### config.mk
export PLATFORM = sky130hd
export DESIGN_NAME = reset_cause_initialiser
export DESIGN_NICKNAME = d
export VERILOG_FILES = /design/src/hdl/reset_cause_pkg.sv /design/src/hdl/reset_cause_initialiser.sv
export SDC_FILE = /design/constraint.sdc
export NUM_CORES = 1
export LEC_CHECK = 0
export ABC_AREA = 1
export ABC_CLOCK_PERIOD_IN_PS = 2850
export BUFFER_PORTS_ARGS = -buffer_cell sky130_fd_sc_hd__buf_2
export CAP_MARGIN = 10
export CORE_MARGIN = 2
export CORE_UTILIZATION = 57
export DETAILED_ROUTE_END_ITERATION = 12
export PLACE_DENSITY = 0.8
export SLEW_MARGIN = 20
export SYNTH_ARGS = -nofsm -noshare
export SYNTH_HDL_FRONTEND = slang
export SYNTH_SLANG_ARGS = --single-unit
### constraint.sdc
create_clock -name clk -period 2.85 [get_ports clk]
set_input_delay 0.285 -clock clk [delete_from_list [all_inputs] [get_ports clk]]
set_output_delay 0.285 -clock clk [all_outputs]
set_load 0.03 [all_outputs]
### src/hdl/reset_cause_pkg.sv
// constants, cause codes and carrier types of the reset-cause initialiser
package reset_cause_pkg;

  // register port offsets
  localparam logic [3:0] addr_status = 4'h0;
  localparam logic [3:0] addr_wdt_ctrl = 4'h1;
  localparam logic [3:0] addr_mode2 = 4'h2;
  localparam logic [3:0] addr_irq_status = 4'h3;
  localparam logic [3:0] addr_irq_clear = 4'h4;
  localparam logic [3:0] addr_irq_enable = 4'h5;

  // field positions
  localparam int unsigned timeout_bit = 5;
  localparam int unsigned power_down_bit = 4;
  localparam int unsigned fsys_on_bit = 7;
  localparam int unsigned lvr_cause_bit = 2;
  localparam int unsigned wdt_reg_cause_bit = 0;
  localparam int unsigned wdt_enable_msb = 7;
  localparam int unsigned wdt_enable_lsb = 3;
  localparam int unsigned wdt_sel_msb = 2;

  // watchdog control codes and timing
  localparam logic [4:0] wdt_enable_code_a = 5'h0a;
  localparam logic [4:0] wdt_enable_code_b = 5'h15;
  localparam logic [7:0] wdt_ctrl_reset = 8'h53;
  localparam int unsigned wdt_base_exp = 8;
  localparam logic [1:0] slow_delay_ticks = 2'h2;

  // interrupt event bits
  localparam int unsigned irq_width = 5;
  localparam int unsigned irq_por_bit = 0;
  localparam int unsigned irq_lvr_bit = 1;
  localparam int unsigned irq_wdt_run_bit = 2;
  localparam int unsigned irq_wdt_halt_bit = 3;
  localparam int unsigned irq_wdt_reg_bit = 4;

  // special-function register table indices
  localparam logic [2:0] sfr_pc_low = 3'h0;
  localparam logic [2:0] sfr_status = 3'h1;
  localparam logic [2:0] sfr_mode = 3'h2;
  localparam logic [2:0] sfr_int_ctrl0 = 3'h3;
  localparam logic [2:0] sfr_port_a = 3'h4;
  localparam logic [2:0] sfr_port_a_dir = 3'h5;
  localparam logic [2:0] sfr_wdt_ctrl = 3'h6;
  localparam logic [2:0] sfr_time_base = 3'h7;

  // per-register reset values and keep masks
  localparam logic [7:0] zero_reset = 8'h00;
  localparam logic [7:0] mode_reset = 8'hc2;
  localparam logic [7:0] port_reset = 8'hff;
  localparam logic [7:0] time_base_reset = 8'h37;
  localparam logic [7:0] status_wdt_run_value = 8'h20;
  localparam logic [7:0] status_wdt_halt_value = 8'h30;
  localparam logic [7:0] keep_all = 8'hff;
  localparam logic [7:0] keep_none = 8'h00;
  localparam logic [7:0] status_wdt_run_keep = 8'h1f;
  localparam logic [7:0] status_wdt_halt_keep = 8'h0f;

  typedef enum logic [2:0] {
    cause_none = 3'h0,
    cause_por = 3'h1,
    cause_lvr = 3'h2,
    cause_wdt_run = 3'h3,
    cause_wdt_halt = 3'h4,
    cause_wdt_reg = 3'h5
  } cause_type;

  typedef enum logic [1:0] {
    st_run = 2'b00,
    st_wait1 = 2'b01,
    st_wait2 = 2'b11,
    st_wait3 = 2'b10
  } delay_state_type;

  typedef struct packed {
    logic pc_zero;
    logic sp_top;
    logic sp_zero;
    logic int_off;
    logic timer_off;
    logic io_input;
    logic wdt_clear;
    logic sfr_load;
  } reset_effects_type;

  typedef struct packed {
    logic [7:0] value;
    logic [7:0] keep;
  } sfr_init_type;

endpackage : reset_cause_pkg

### src/hdl/reset_cause_initialiser.sv
// reset-cause initialiser: cause detection, reset flags, watchdog and reset table
//
// How it works
// - normal watchdog reset equals low-voltage reset
// - halt watchdog clears only counter and stack
// - flags in status, power-on clears both
// - low-voltage reset leaves both flags alone
// - normal watchdog sets timeout, keeps power-down
// - halt watchdog sets both flags
// - power-on disables all interrupts
// - power-on clears watchdog, counting resumes
// - power-on switches all timers off
// - power-on makes every pin input
// - power-on zeroes counter, stack at top
// - per-cause table loads each register
// - halt watchdog keeps registers, counter low zero
// - watchdog control reloads except halt watchdog
// - low-voltage reset sets its clear-only flag
// - bad enable code resets after slow cycles
//
// Local design decisions: the register offsets and strobed register access.
module reset_cause_initialiser (
  // clock and power-on reset
  input wire logic clk,
  input wire logic rst_b,
  // register port
  input wire logic [3:0] reg_addr,
  input wire logic [7:0] reg_wdata,
  input wire logic reg_wr,
  input wire logic reg_rd,
  output logic [7:0] rdata_q,
  // processor core
  input wire logic core_halt,
  input wire logic wdt_clear_cmd,
  input wire logic [2:0] sfr_index,
  output reset_cause_pkg::reset_effects_type effects_q,
  output reset_cause_pkg::cause_type cause_q,
  output reset_cause_pkg::sfr_init_type sfr_init_q,
  // pins from the analog side
  input wire logic low_speed_internal_oscillator_clk_in,
  input wire logic lvr_detect_in,
  // interrupt
  output logic irq_q
);

  ////////////////////////////////////////////////////////////////////////////
  // functions

  function automatic logic [15:0] wdt_limit(input logic [2:0] sel);
    logic [15:0] one;
    one = 16'h0001;
    wdt_limit = (one << (reset_cause_pkg::wdt_base_exp + sel)) - one;
  endfunction : wdt_limit

  function automatic reset_cause_pkg::reset_effects_type effects_of(
      input reset_cause_pkg::cause_type cause);
    reset_cause_pkg::reset_effects_type e;
    e = '0;
    case (cause)
      reset_cause_pkg::cause_wdt_halt: begin
        e.pc_zero = 1'b1;
        e.sp_zero = 1'b1;
      end
      reset_cause_pkg::cause_none: begin
        e = '0;
      end
      default: begin
        e = '1;
        e.sp_zero = 1'b0;
      end
    endcase
    effects_of = e;
  endfunction : effects_of

  function automatic reset_cause_pkg::sfr_init_type sfr_entry(
      input reset_cause_pkg::cause_type cause, input logic [2:0] idx);
    reset_cause_pkg::sfr_init_type s;
    s.value = reset_cause_pkg::zero_reset;
    s.keep = reset_cause_pkg::keep_none;
    if (cause == reset_cause_pkg::cause_none) begin
      s.keep = reset_cause_pkg::keep_all;
    end else if (cause == reset_cause_pkg::cause_wdt_halt) begin
      s.keep = reset_cause_pkg::keep_all;
      if (idx == reset_cause_pkg::sfr_pc_low) begin
        s.keep = reset_cause_pkg::keep_none;
      end else if (idx == reset_cause_pkg::sfr_status) begin
        s.value = reset_cause_pkg::status_wdt_halt_value;
        s.keep = reset_cause_pkg::status_wdt_halt_keep;
      end
    end else begin
      case (idx)
        reset_cause_pkg::sfr_status: begin
          if (cause == reset_cause_pkg::cause_wdt_run) begin
            s.value = reset_cause_pkg::status_wdt_run_value;
            s.keep = reset_cause_pkg::status_wdt_run_keep;
          end else if (cause != reset_cause_pkg::cause_por) begin
            s.keep = reset_cause_pkg::keep_all;
          end
        end
        reset_cause_pkg::sfr_mode: s.value = reset_cause_pkg::mode_reset;
        reset_cause_pkg::sfr_port_a: s.value = reset_cause_pkg::port_reset;
        reset_cause_pkg::sfr_port_a_dir: s.value = reset_cause_pkg::port_reset;
        reset_cause_pkg::sfr_wdt_ctrl: s.value = reset_cause_pkg::wdt_ctrl_reset;
        reset_cause_pkg::sfr_time_base: s.value = reset_cause_pkg::time_base_reset;
        default: s.value = reset_cause_pkg::zero_reset;
      endcase
    end
    sfr_entry = s;
  endfunction : sfr_entry

  ////////////////////////////////////////////////////////////////////////////
  // pin synchronisers

  logic low_speed_internal_oscillator_s1_q, low_speed_internal_oscillator_s2_q, low_speed_internal_oscillator_s3_q, low_speed_internal_oscillator_level_q;
  logic lvr_s1_q, lvr_s2_q, lvr_s3_q, lvr_level_q;
  logic low_speed_internal_oscillator_tick;
  logic lvr_rise;

  always_ff @(posedge clk or negedge rst_b) begin
    if (!rst_b) begin
      low_speed_internal_oscillator_s1_q <= 1'b0;
      low_speed_internal_oscillator_s2_q <= 1'b0;
      low_speed_internal_oscillator_s3_q <= 1'b0;
      low_speed_internal_oscillator_level_q <= 1'b0;
      lvr_s1_q <= 1'b0;
      lvr_s2_q <= 1'b0;
      lvr_s3_q <= 1'b0;
      lvr_level_q <= 1'b0;
    end else begin
      low_speed_internal_oscillator_s1_q <= low_speed_internal_oscillator_clk_in;
      low_speed_internal_oscillator_s2_q <= low_speed_internal_oscillator_s1_q;
      low_speed_internal_oscillator_s3_q <= low_speed_internal_oscillator_s2_q;
      if (low_speed_internal_oscillator_s2_q == low_speed_internal_oscillator_s3_q) begin
        low_speed_internal_oscillator_level_q <= low_speed_internal_oscillator_s3_q;
      end
      lvr_s1_q <= lvr_detect_in;
      lvr_s2_q <= lvr_s1_q;
      lvr_s3_q <= lvr_s2_q;
      if (lvr_s2_q == lvr_s3_q) begin
        lvr_level_q <= lvr_s3_q;
      end
    end
  end

  assign low_speed_internal_oscillator_tick = (low_speed_internal_oscillator_s2_q == low_speed_internal_oscillator_s3_q) && low_speed_internal_oscillator_s3_q && !low_speed_internal_oscillator_level_q;
  assign lvr_rise = (lvr_s2_q == lvr_s3_q) && lvr_s3_q && !lvr_level_q;

  ////////////////////////////////////////////////////////////////////////////
  // cause selection

  logic por_done_q;
  reset_cause_pkg::delay_state_type delay_q;
  logic pend_lvr_q, pend_wdt_reg_q;
  logic [15:0] wdt_cnt_q;
  logic [7:0] wdt_ctrl_q;
  logic halt_seen_q;
  logic wdt_expired;
  logic delay_fire;
  logic bad_enable_write;
  logic wdt_ctrl_wr;
  reset_cause_pkg::cause_type cause;
  reset_cause_pkg::reset_effects_type effects;
  logic full_reset;

  assign wdt_ctrl_wr = reg_wr && (reg_addr == reset_cause_pkg::addr_wdt_ctrl);
  assign bad_enable_write = wdt_ctrl_wr
      && (reg_wdata[reset_cause_pkg::wdt_enable_msb:reset_cause_pkg::wdt_enable_lsb]
          != reset_cause_pkg::wdt_enable_code_a)
      && (reg_wdata[reset_cause_pkg::wdt_enable_msb:reset_cause_pkg::wdt_enable_lsb]
          != reset_cause_pkg::wdt_enable_code_b);
  assign wdt_expired = low_speed_internal_oscillator_tick
      && (wdt_cnt_q == wdt_limit(wdt_ctrl_q[reset_cause_pkg::wdt_sel_msb:0]));
  assign delay_fire = low_speed_internal_oscillator_tick && (delay_q == reset_cause_pkg::st_wait3);

  always_comb begin
    if (!por_done_q) begin
      cause = reset_cause_pkg::cause_por;
    end else if (delay_fire && pend_lvr_q && !core_halt) begin
      cause = reset_cause_pkg::cause_lvr;
    end else if (delay_fire && pend_wdt_reg_q) begin
      cause = reset_cause_pkg::cause_wdt_reg;
    end else if (wdt_expired) begin
      cause = core_halt ? reset_cause_pkg::cause_wdt_halt : reset_cause_pkg::cause_wdt_run;
    end else begin
      cause = reset_cause_pkg::cause_none;
    end
  end

  assign effects = effects_of(cause);
  assign full_reset = effects.sfr_load;

  always_ff @(posedge clk or negedge rst_b) begin
    if (!rst_b) begin
      por_done_q <= 1'b0;
    end else begin
      por_done_q <= 1'b1;
    end
  end

  // slow-clock delay; low-voltage detect also waits here
  always_ff @(posedge clk or negedge rst_b) begin
    if (!rst_b) begin
      delay_q <= reset_cause_pkg::st_run;
      pend_lvr_q <= 1'b0;
      pend_wdt_reg_q <= 1'b0;
    end else if (full_reset) begin
      delay_q <= reset_cause_pkg::st_run;
      pend_lvr_q <= 1'b0;
      pend_wdt_reg_q <= 1'b0;
    end else begin
      // low-voltage sensing is off while halted
      if (lvr_rise && !core_halt) begin
        pend_lvr_q <= 1'b1;
      end
      if (bad_enable_write) begin
        pend_wdt_reg_q <= 1'b1;
      end
      case (delay_q)
        reset_cause_pkg::st_run: begin
          if ((lvr_rise && !core_halt) || bad_enable_write) begin
            delay_q <= reset_cause_pkg::st_wait1;
          end
        end
        reset_cause_pkg::st_wait1: begin
          if (low_speed_internal_oscillator_tick) begin
            delay_q <= reset_cause_pkg::st_wait2;
          end
        end
        reset_cause_pkg::st_wait2: begin
          if (low_speed_internal_oscillator_tick) begin
            delay_q <= reset_cause_pkg::st_wait3;
          end
        end
        reset_cause_pkg::st_wait3: begin
          if (low_speed_internal_oscillator_tick) begin
            delay_q <= reset_cause_pkg::st_run;
            pend_lvr_q <= 1'b0;
          end
        end
        default: delay_q <= reset_cause_pkg::st_run;
      endcase
    end
  end

  ////////////////////////////////////////////////////////////////////////////
  // watchdog counter

  always_ff @(posedge clk or negedge rst_b) begin
    if (!rst_b) begin
      wdt_cnt_q <= 16'h0000;
      halt_seen_q <= 1'b0;
    end else begin
      halt_seen_q <= core_halt;
      if (effects.wdt_clear || wdt_expired || wdt_clear_cmd || (core_halt && !halt_seen_q)) begin
        wdt_cnt_q <= 16'h0000;
      end else if (low_speed_internal_oscillator_tick) begin
        wdt_cnt_q <= wdt_cnt_q + 16'h0001;
      end
    end
  end

  ////////////////////////////////////////////////////////////////////////////
  // reset flags

  logic timeout_flag_q, power_down_flag_q;

  always_ff @(posedge clk or negedge rst_b) begin
    if (!rst_b) begin
      timeout_flag_q <= 1'b0;
      power_down_flag_q <= 1'b0;
    end else begin
      if (core_halt && !halt_seen_q) begin
        timeout_flag_q <= 1'b0;
        power_down_flag_q <= 1'b1;
      end
      if (wdt_clear_cmd) begin
        timeout_flag_q <= 1'b0;
        power_down_flag_q <= 1'b0;
      end
      // low-voltage and register resets leave flags
      case (cause)
        reset_cause_pkg::cause_por: begin
          timeout_flag_q <= 1'b0;
          power_down_flag_q <= 1'b0;
        end
        reset_cause_pkg::cause_wdt_run: begin
          timeout_flag_q <= 1'b1;
          power_down_flag_q <= power_down_flag_q;
        end
        reset_cause_pkg::cause_wdt_halt: begin
          timeout_flag_q <= 1'b1;
          power_down_flag_q <= 1'b1;
        end
        default: begin
        end
      endcase
    end
  end

  ////////////////////////////////////////////////////////////////////////////
  // watchdog control and secondary mode register

  logic fsys_on_q, lvr_cause_q, wdt_reg_cause_q;
  logic mode2_wr;

  assign mode2_wr = reg_wr && (reg_addr == reset_cause_pkg::addr_mode2);

  always_ff @(posedge clk or negedge rst_b) begin
    if (!rst_b) begin
      wdt_ctrl_q <= reset_cause_pkg::wdt_ctrl_reset;
    end else if (full_reset) begin
      wdt_ctrl_q <= reset_cause_pkg::wdt_ctrl_reset;
    end else if (wdt_ctrl_wr) begin
      wdt_ctrl_q <= reg_wdata;
    end
  end

  always_ff @(posedge clk or negedge rst_b) begin
    if (!rst_b) begin
      fsys_on_q <= 1'b0;
      lvr_cause_q <= 1'b0;
      wdt_reg_cause_q <= 1'b0;
    end else begin
      if (full_reset) begin
        fsys_on_q <= 1'b0;
        wdt_reg_cause_q <= 1'b0;
        if (cause == reset_cause_pkg::cause_por) begin
          lvr_cause_q <= 1'b0;
        end
      end else if (mode2_wr) begin
        // software can only clear the cause flags
        fsys_on_q <= reg_wdata[reset_cause_pkg::fsys_on_bit];
        lvr_cause_q <= lvr_cause_q & reg_wdata[reset_cause_pkg::lvr_cause_bit];
        wdt_reg_cause_q <= wdt_reg_cause_q & reg_wdata[reset_cause_pkg::wdt_reg_cause_bit];
      end
      if (cause == reset_cause_pkg::cause_lvr) begin
        lvr_cause_q <= 1'b1;
      end
      if (cause == reset_cause_pkg::cause_wdt_reg) begin
        wdt_reg_cause_q <= 1'b1;
      end
    end
  end

  ////////////////////////////////////////////////////////////////////////////
  // interrupt status

  logic [reset_cause_pkg::irq_width-1:0] irq_status_q, irq_enable_q, irq_events;

  always_comb begin
    irq_events = '0;
    irq_events[reset_cause_pkg::irq_por_bit] = (cause == reset_cause_pkg::cause_por);
    irq_events[reset_cause_pkg::irq_lvr_bit] = (cause == reset_cause_pkg::cause_lvr);
    irq_events[reset_cause_pkg::irq_wdt_run_bit] = (cause == reset_cause_pkg::cause_wdt_run);
    irq_events[reset_cause_pkg::irq_wdt_halt_bit] = (cause == reset_cause_pkg::cause_wdt_halt);
    irq_events[reset_cause_pkg::irq_wdt_reg_bit] = (cause == reset_cause_pkg::cause_wdt_reg);
  end

  always_ff @(posedge clk or negedge rst_b) begin
    if (!rst_b) begin
      irq_status_q <= '0;
      irq_enable_q <= '0;
      irq_q <= 1'b0;
    end else begin
      if (reg_wr && (reg_addr == reset_cause_pkg::addr_irq_clear)) begin
        irq_status_q <= (irq_status_q & ~reg_wdata[reset_cause_pkg::irq_width-1:0]) | irq_events;
      end else begin
        irq_status_q <= irq_status_q | irq_events;
      end
      if (full_reset) begin
        irq_enable_q <= '0;
      end else if (reg_wr && (reg_addr == reset_cause_pkg::addr_irq_enable)) begin
        irq_enable_q <= reg_wdata[reset_cause_pkg::irq_width-1:0];
      end
      irq_q <= |(irq_status_q & irq_enable_q);
    end
  end

  ////////////////////////////////////////////////////////////////////////////
  // outputs to the core and read port

  always_ff @(posedge clk or negedge rst_b) begin
    if (!rst_b) begin
      effects_q <= '0;
      cause_q <= reset_cause_pkg::cause_none;
      sfr_init_q <= '0;
    end else begin
      effects_q <= effects;
      if (cause != reset_cause_pkg::cause_none) begin
        cause_q <= cause;
      end
      sfr_init_q <= sfr_entry(cause_q, sfr_index);
    end
  end

  always_ff @(posedge clk or negedge rst_b) begin
    if (!rst_b) begin
      rdata_q <= 8'h00;
    end else if (reg_rd) begin
      rdata_q <= 8'h00;
      case (reg_addr)
        reset_cause_pkg::addr_status: begin
          rdata_q[reset_cause_pkg::timeout_bit] <= timeout_flag_q;
          rdata_q[reset_cause_pkg::power_down_bit] <= power_down_flag_q;
        end
        reset_cause_pkg::addr_wdt_ctrl: rdata_q <= wdt_ctrl_q;
        reset_cause_pkg::addr_mode2: begin
          rdata_q[reset_cause_pkg::fsys_on_bit] <= fsys_on_q;
          rdata_q[reset_cause_pkg::lvr_cause_bit] <= lvr_cause_q;
          rdata_q[reset_cause_pkg::wdt_reg_cause_bit] <= wdt_reg_cause_q;
        end
        reset_cause_pkg::addr_irq_status: rdata_q[reset_cause_pkg::irq_width-1:0] <= irq_status_q;
        reset_cause_pkg::addr_irq_enable: rdata_q[reset_cause_pkg::irq_width-1:0] <= irq_enable_q;
        default: rdata_q <= 8'h00;
      endcase
    end
  end

endmodule : reset_cause_initialiser

==> metrics.cfg <==
[synthesis]
seq_area_frac_synth_pct = 49.9
avgSynthCellArea_um2 = 8.45
ys_async_sr_fraction_pct = 100
synth_flop_cell = dfrtp_1
ys_ff_latch = 79
yosysUniqueCellTypes = 44
synth_cells = 470
syn-cell-area_um2 = 3970
synth_top_area_share_pct = 47.3
yosys_warnings = 0
syn-num-nets = 497
synth_top_area_cell = dfrtp_1
synth_area_leaders = dfrtp_1 47%, nand2_1 11%, inv_1 5.4%
synth_edf_count = 0

[cts]
cts_tree = yes
h-tree-depth = 3
worstSkewPairLatency_ns = 0.37
path_clk_slew_ns = 0.08
postCtsSetupBuffers = 0
clk_path_buf_depth = 2
root_buffer = clkbuf_8
cts_hold_buf = 0
cts_buffers = 9
cts.repair.resized = 0
cts_sinks = 79

[grt]
grt_pass1_wl_um = 14600
grt_max_degree = 80
grt_overflow = 0
antenna_found_initial = 0
grt_use_total_pct = 24.4
grt_pass1_vias = 3150

[route]
drc = 0
drtPass1Iterations = 5
wl_per_cell_um = 14.2
antenna_left = 0
vias = 3258
vias_per_cell = 5.36
drtIter0Drc = 245
wl_um = 8620

[die]
die_w_um = 87.5
die_area_um2 = 7650
rows = 30
initial_core_util_pct = 58.8
die_y_um = 87.5
io_pins = 59
coreArea_um2 = 6760

[critical_path]
crit_arrival_ns = 2.71
rrSetupSlack_ns = 0.42
r2r-start = wdt_ctrl_q[2]
worst-path-buf-inv = 3
cp_common_cell = nand2_1
crit_fanout = 15
critPathCaptureType = flop
critPathTopFamily = simple AND/OR/NAND/NOR gates
crit_start = wdt_ctrl_q[2]
critPathKind = reg2reg
slowest_delay_ns = 0.57
critical_path_required_ns = 3.13
slowest_stage = dfrtp_1
timing.critical_path.cells = inv_4, nand2_1, ha_1, nand3_1, nand2_1, clkinv_1, nand2_1, nand2_1, nand2_1, nor2_2, nand3_2, nand3_4, nor2_2, inv_1, o21ai_0
crit_path_start_kind = flop

[timing]
finalSetupViolCount = 0
fmaxAchievable_mhz = 411
tns_ns = 0
hold-worst-slack_ns = 0.0284
fin_skew_ns = 0.0174
finalCriticalPeriod_ns = 2.43
relSlewSlack_pct = 36.0
post-route-period-util_pct = 85.4
rsz0062_at_grt = no
drv_slew = 0
hold_violations = 0
tightest_slew_ns = 0.960

[worst_hold_path]
hp-start = lvr_detect_in
worstHoldPathType = in2reg

[power_and_ir_drop]
peakVddDrop_mv = 0.411
leakage_nw = 2.30
p_per_area_nw_per_um2 = 566

[status]
status = finished clean

[finish]
diodes = 0
final_cell_mix = 120 x nand2_1, 75 x dfrtp_1, 57 x inv_1, 57 x buf_2, 46 x nor2_1
layout-drive-gt1-share_pct = 20.5
fillCellCount = 566
final_common_cell = nand2_1
area_growth_pct = 13.0
nets = 550

[place]
io_buffers = 58
dp_hpwl_um = 6330
gp_congestion = 0.907

[run]
drv_cap = 0

[worst paths after layout]
path                                                 endpoint  cells after the start
hold reg to reg            low_speed_internal_oscillator_s2_q                      0
max in group asynchronous                      pend_wdt_reg_q                      1
min in group asynchronous                      sfr_init_q[10]                      1
setup / recovery                                wdt_ctrl_q[4]                     15
hold / removal                                       lvr_s1_q                      1
setup reg to reg                                wdt_ctrl_q[4]                     15
[metal layers]
metal / vias up / part of all wire (%) / wire length [µm] / global-route usage, %
met5: - / 0 / 0 / 0
li1: 1611 / - / - / -
met4: 0 / 1.5 / 130 / 8.95
met1: 1525 / 45 / 3870 / 32.9
met3: 14 / 5.5 / 475 / 5.02
met2: 108 / 48 / 4140 / 39.0
[cell families (layout without fill, tap and decap cells)]
logic type	Yosys count	after routing	share of synthesized area [%]
fa+ha+maj	4	4	1.26
other cells	1	1	0.0945
buf+inv	79	137	9.20
mux	7	7	1.99
simple gates	241	241	28.0
xor+xnor	9	9	1.99
flops	79	79	49.9
compound gates	50	50	7.50
[registers in the layout, summed over array words and instances (netlist names), 2 cells and up]
name / cells
wdt_cnt_q: 16
sfr_init_q: 11
rdata_q: 8
wdt_ctrl_q: 8
irq_enable_q: 5
irq_status_q: 5
cause_q: 3
effects_q: 3
delay_q: 2
[Yosys cell counts (all sizes together), types with 2 or more instances]
| cell type | instances |
|---|---|
| nor3 | 10 |
| ha | 4 |
| xor2 | 7 |
| a21oi | 8 |
| nor4 | 4 |
| o2111ai | 5 |
| and3 | 3 |
| or2 | 3 |
| o211ai | 2 |
| nor2 | 53 |
| nand3b | 5 |
| nand4 | 5 |
| o21ai | 26 |
| o31ai | 2 |
| buf | 16 |
| nand2 | 122 |
| dfrtp | 75 |
| nand3 | 36 |
| inv | 61 |
| dfstp | 4 |
| mux2 | 7 |
| xnor2 | 2 |
| a31oi | 2 |
[through the flow]
step                      instances  power, mW  utilization (%)  area [µm²]  worst slack (ns)
after detailed placement        592       1.54             62.8        4240             0.464
after global placement          592       1.53             62.8        4240             0.535
after floorplan                 470       1.45                -        3970             0.794
after global routing            608       2.63             66.4        4490            0.0854
after CTS                       608       2.55             66.4        4490             0.454
final                           608       2.54             66.4        4490             0.417
[power by group]
part           internal [mW]  switching, mW
Combinational         0.0963          0.218
Sequential              1.17         0.0331
Clock                  0.608          0.415
Total                   1.88          0.667
[cell type report]
class	count	area (µm²)	area share, %
Sequential cell	79	1980	44.2
Multi-Input combinational cell	312	1620	36.2
Timing Repair Buffer	59	300	6.69
Inverter	62	235	5.24
Clock buffer	11	141	3.15
Clock inverter	5	106	2.37
Tap cell	80	100	2.23
Note: power is estimated with default switching activity, not from simulation.
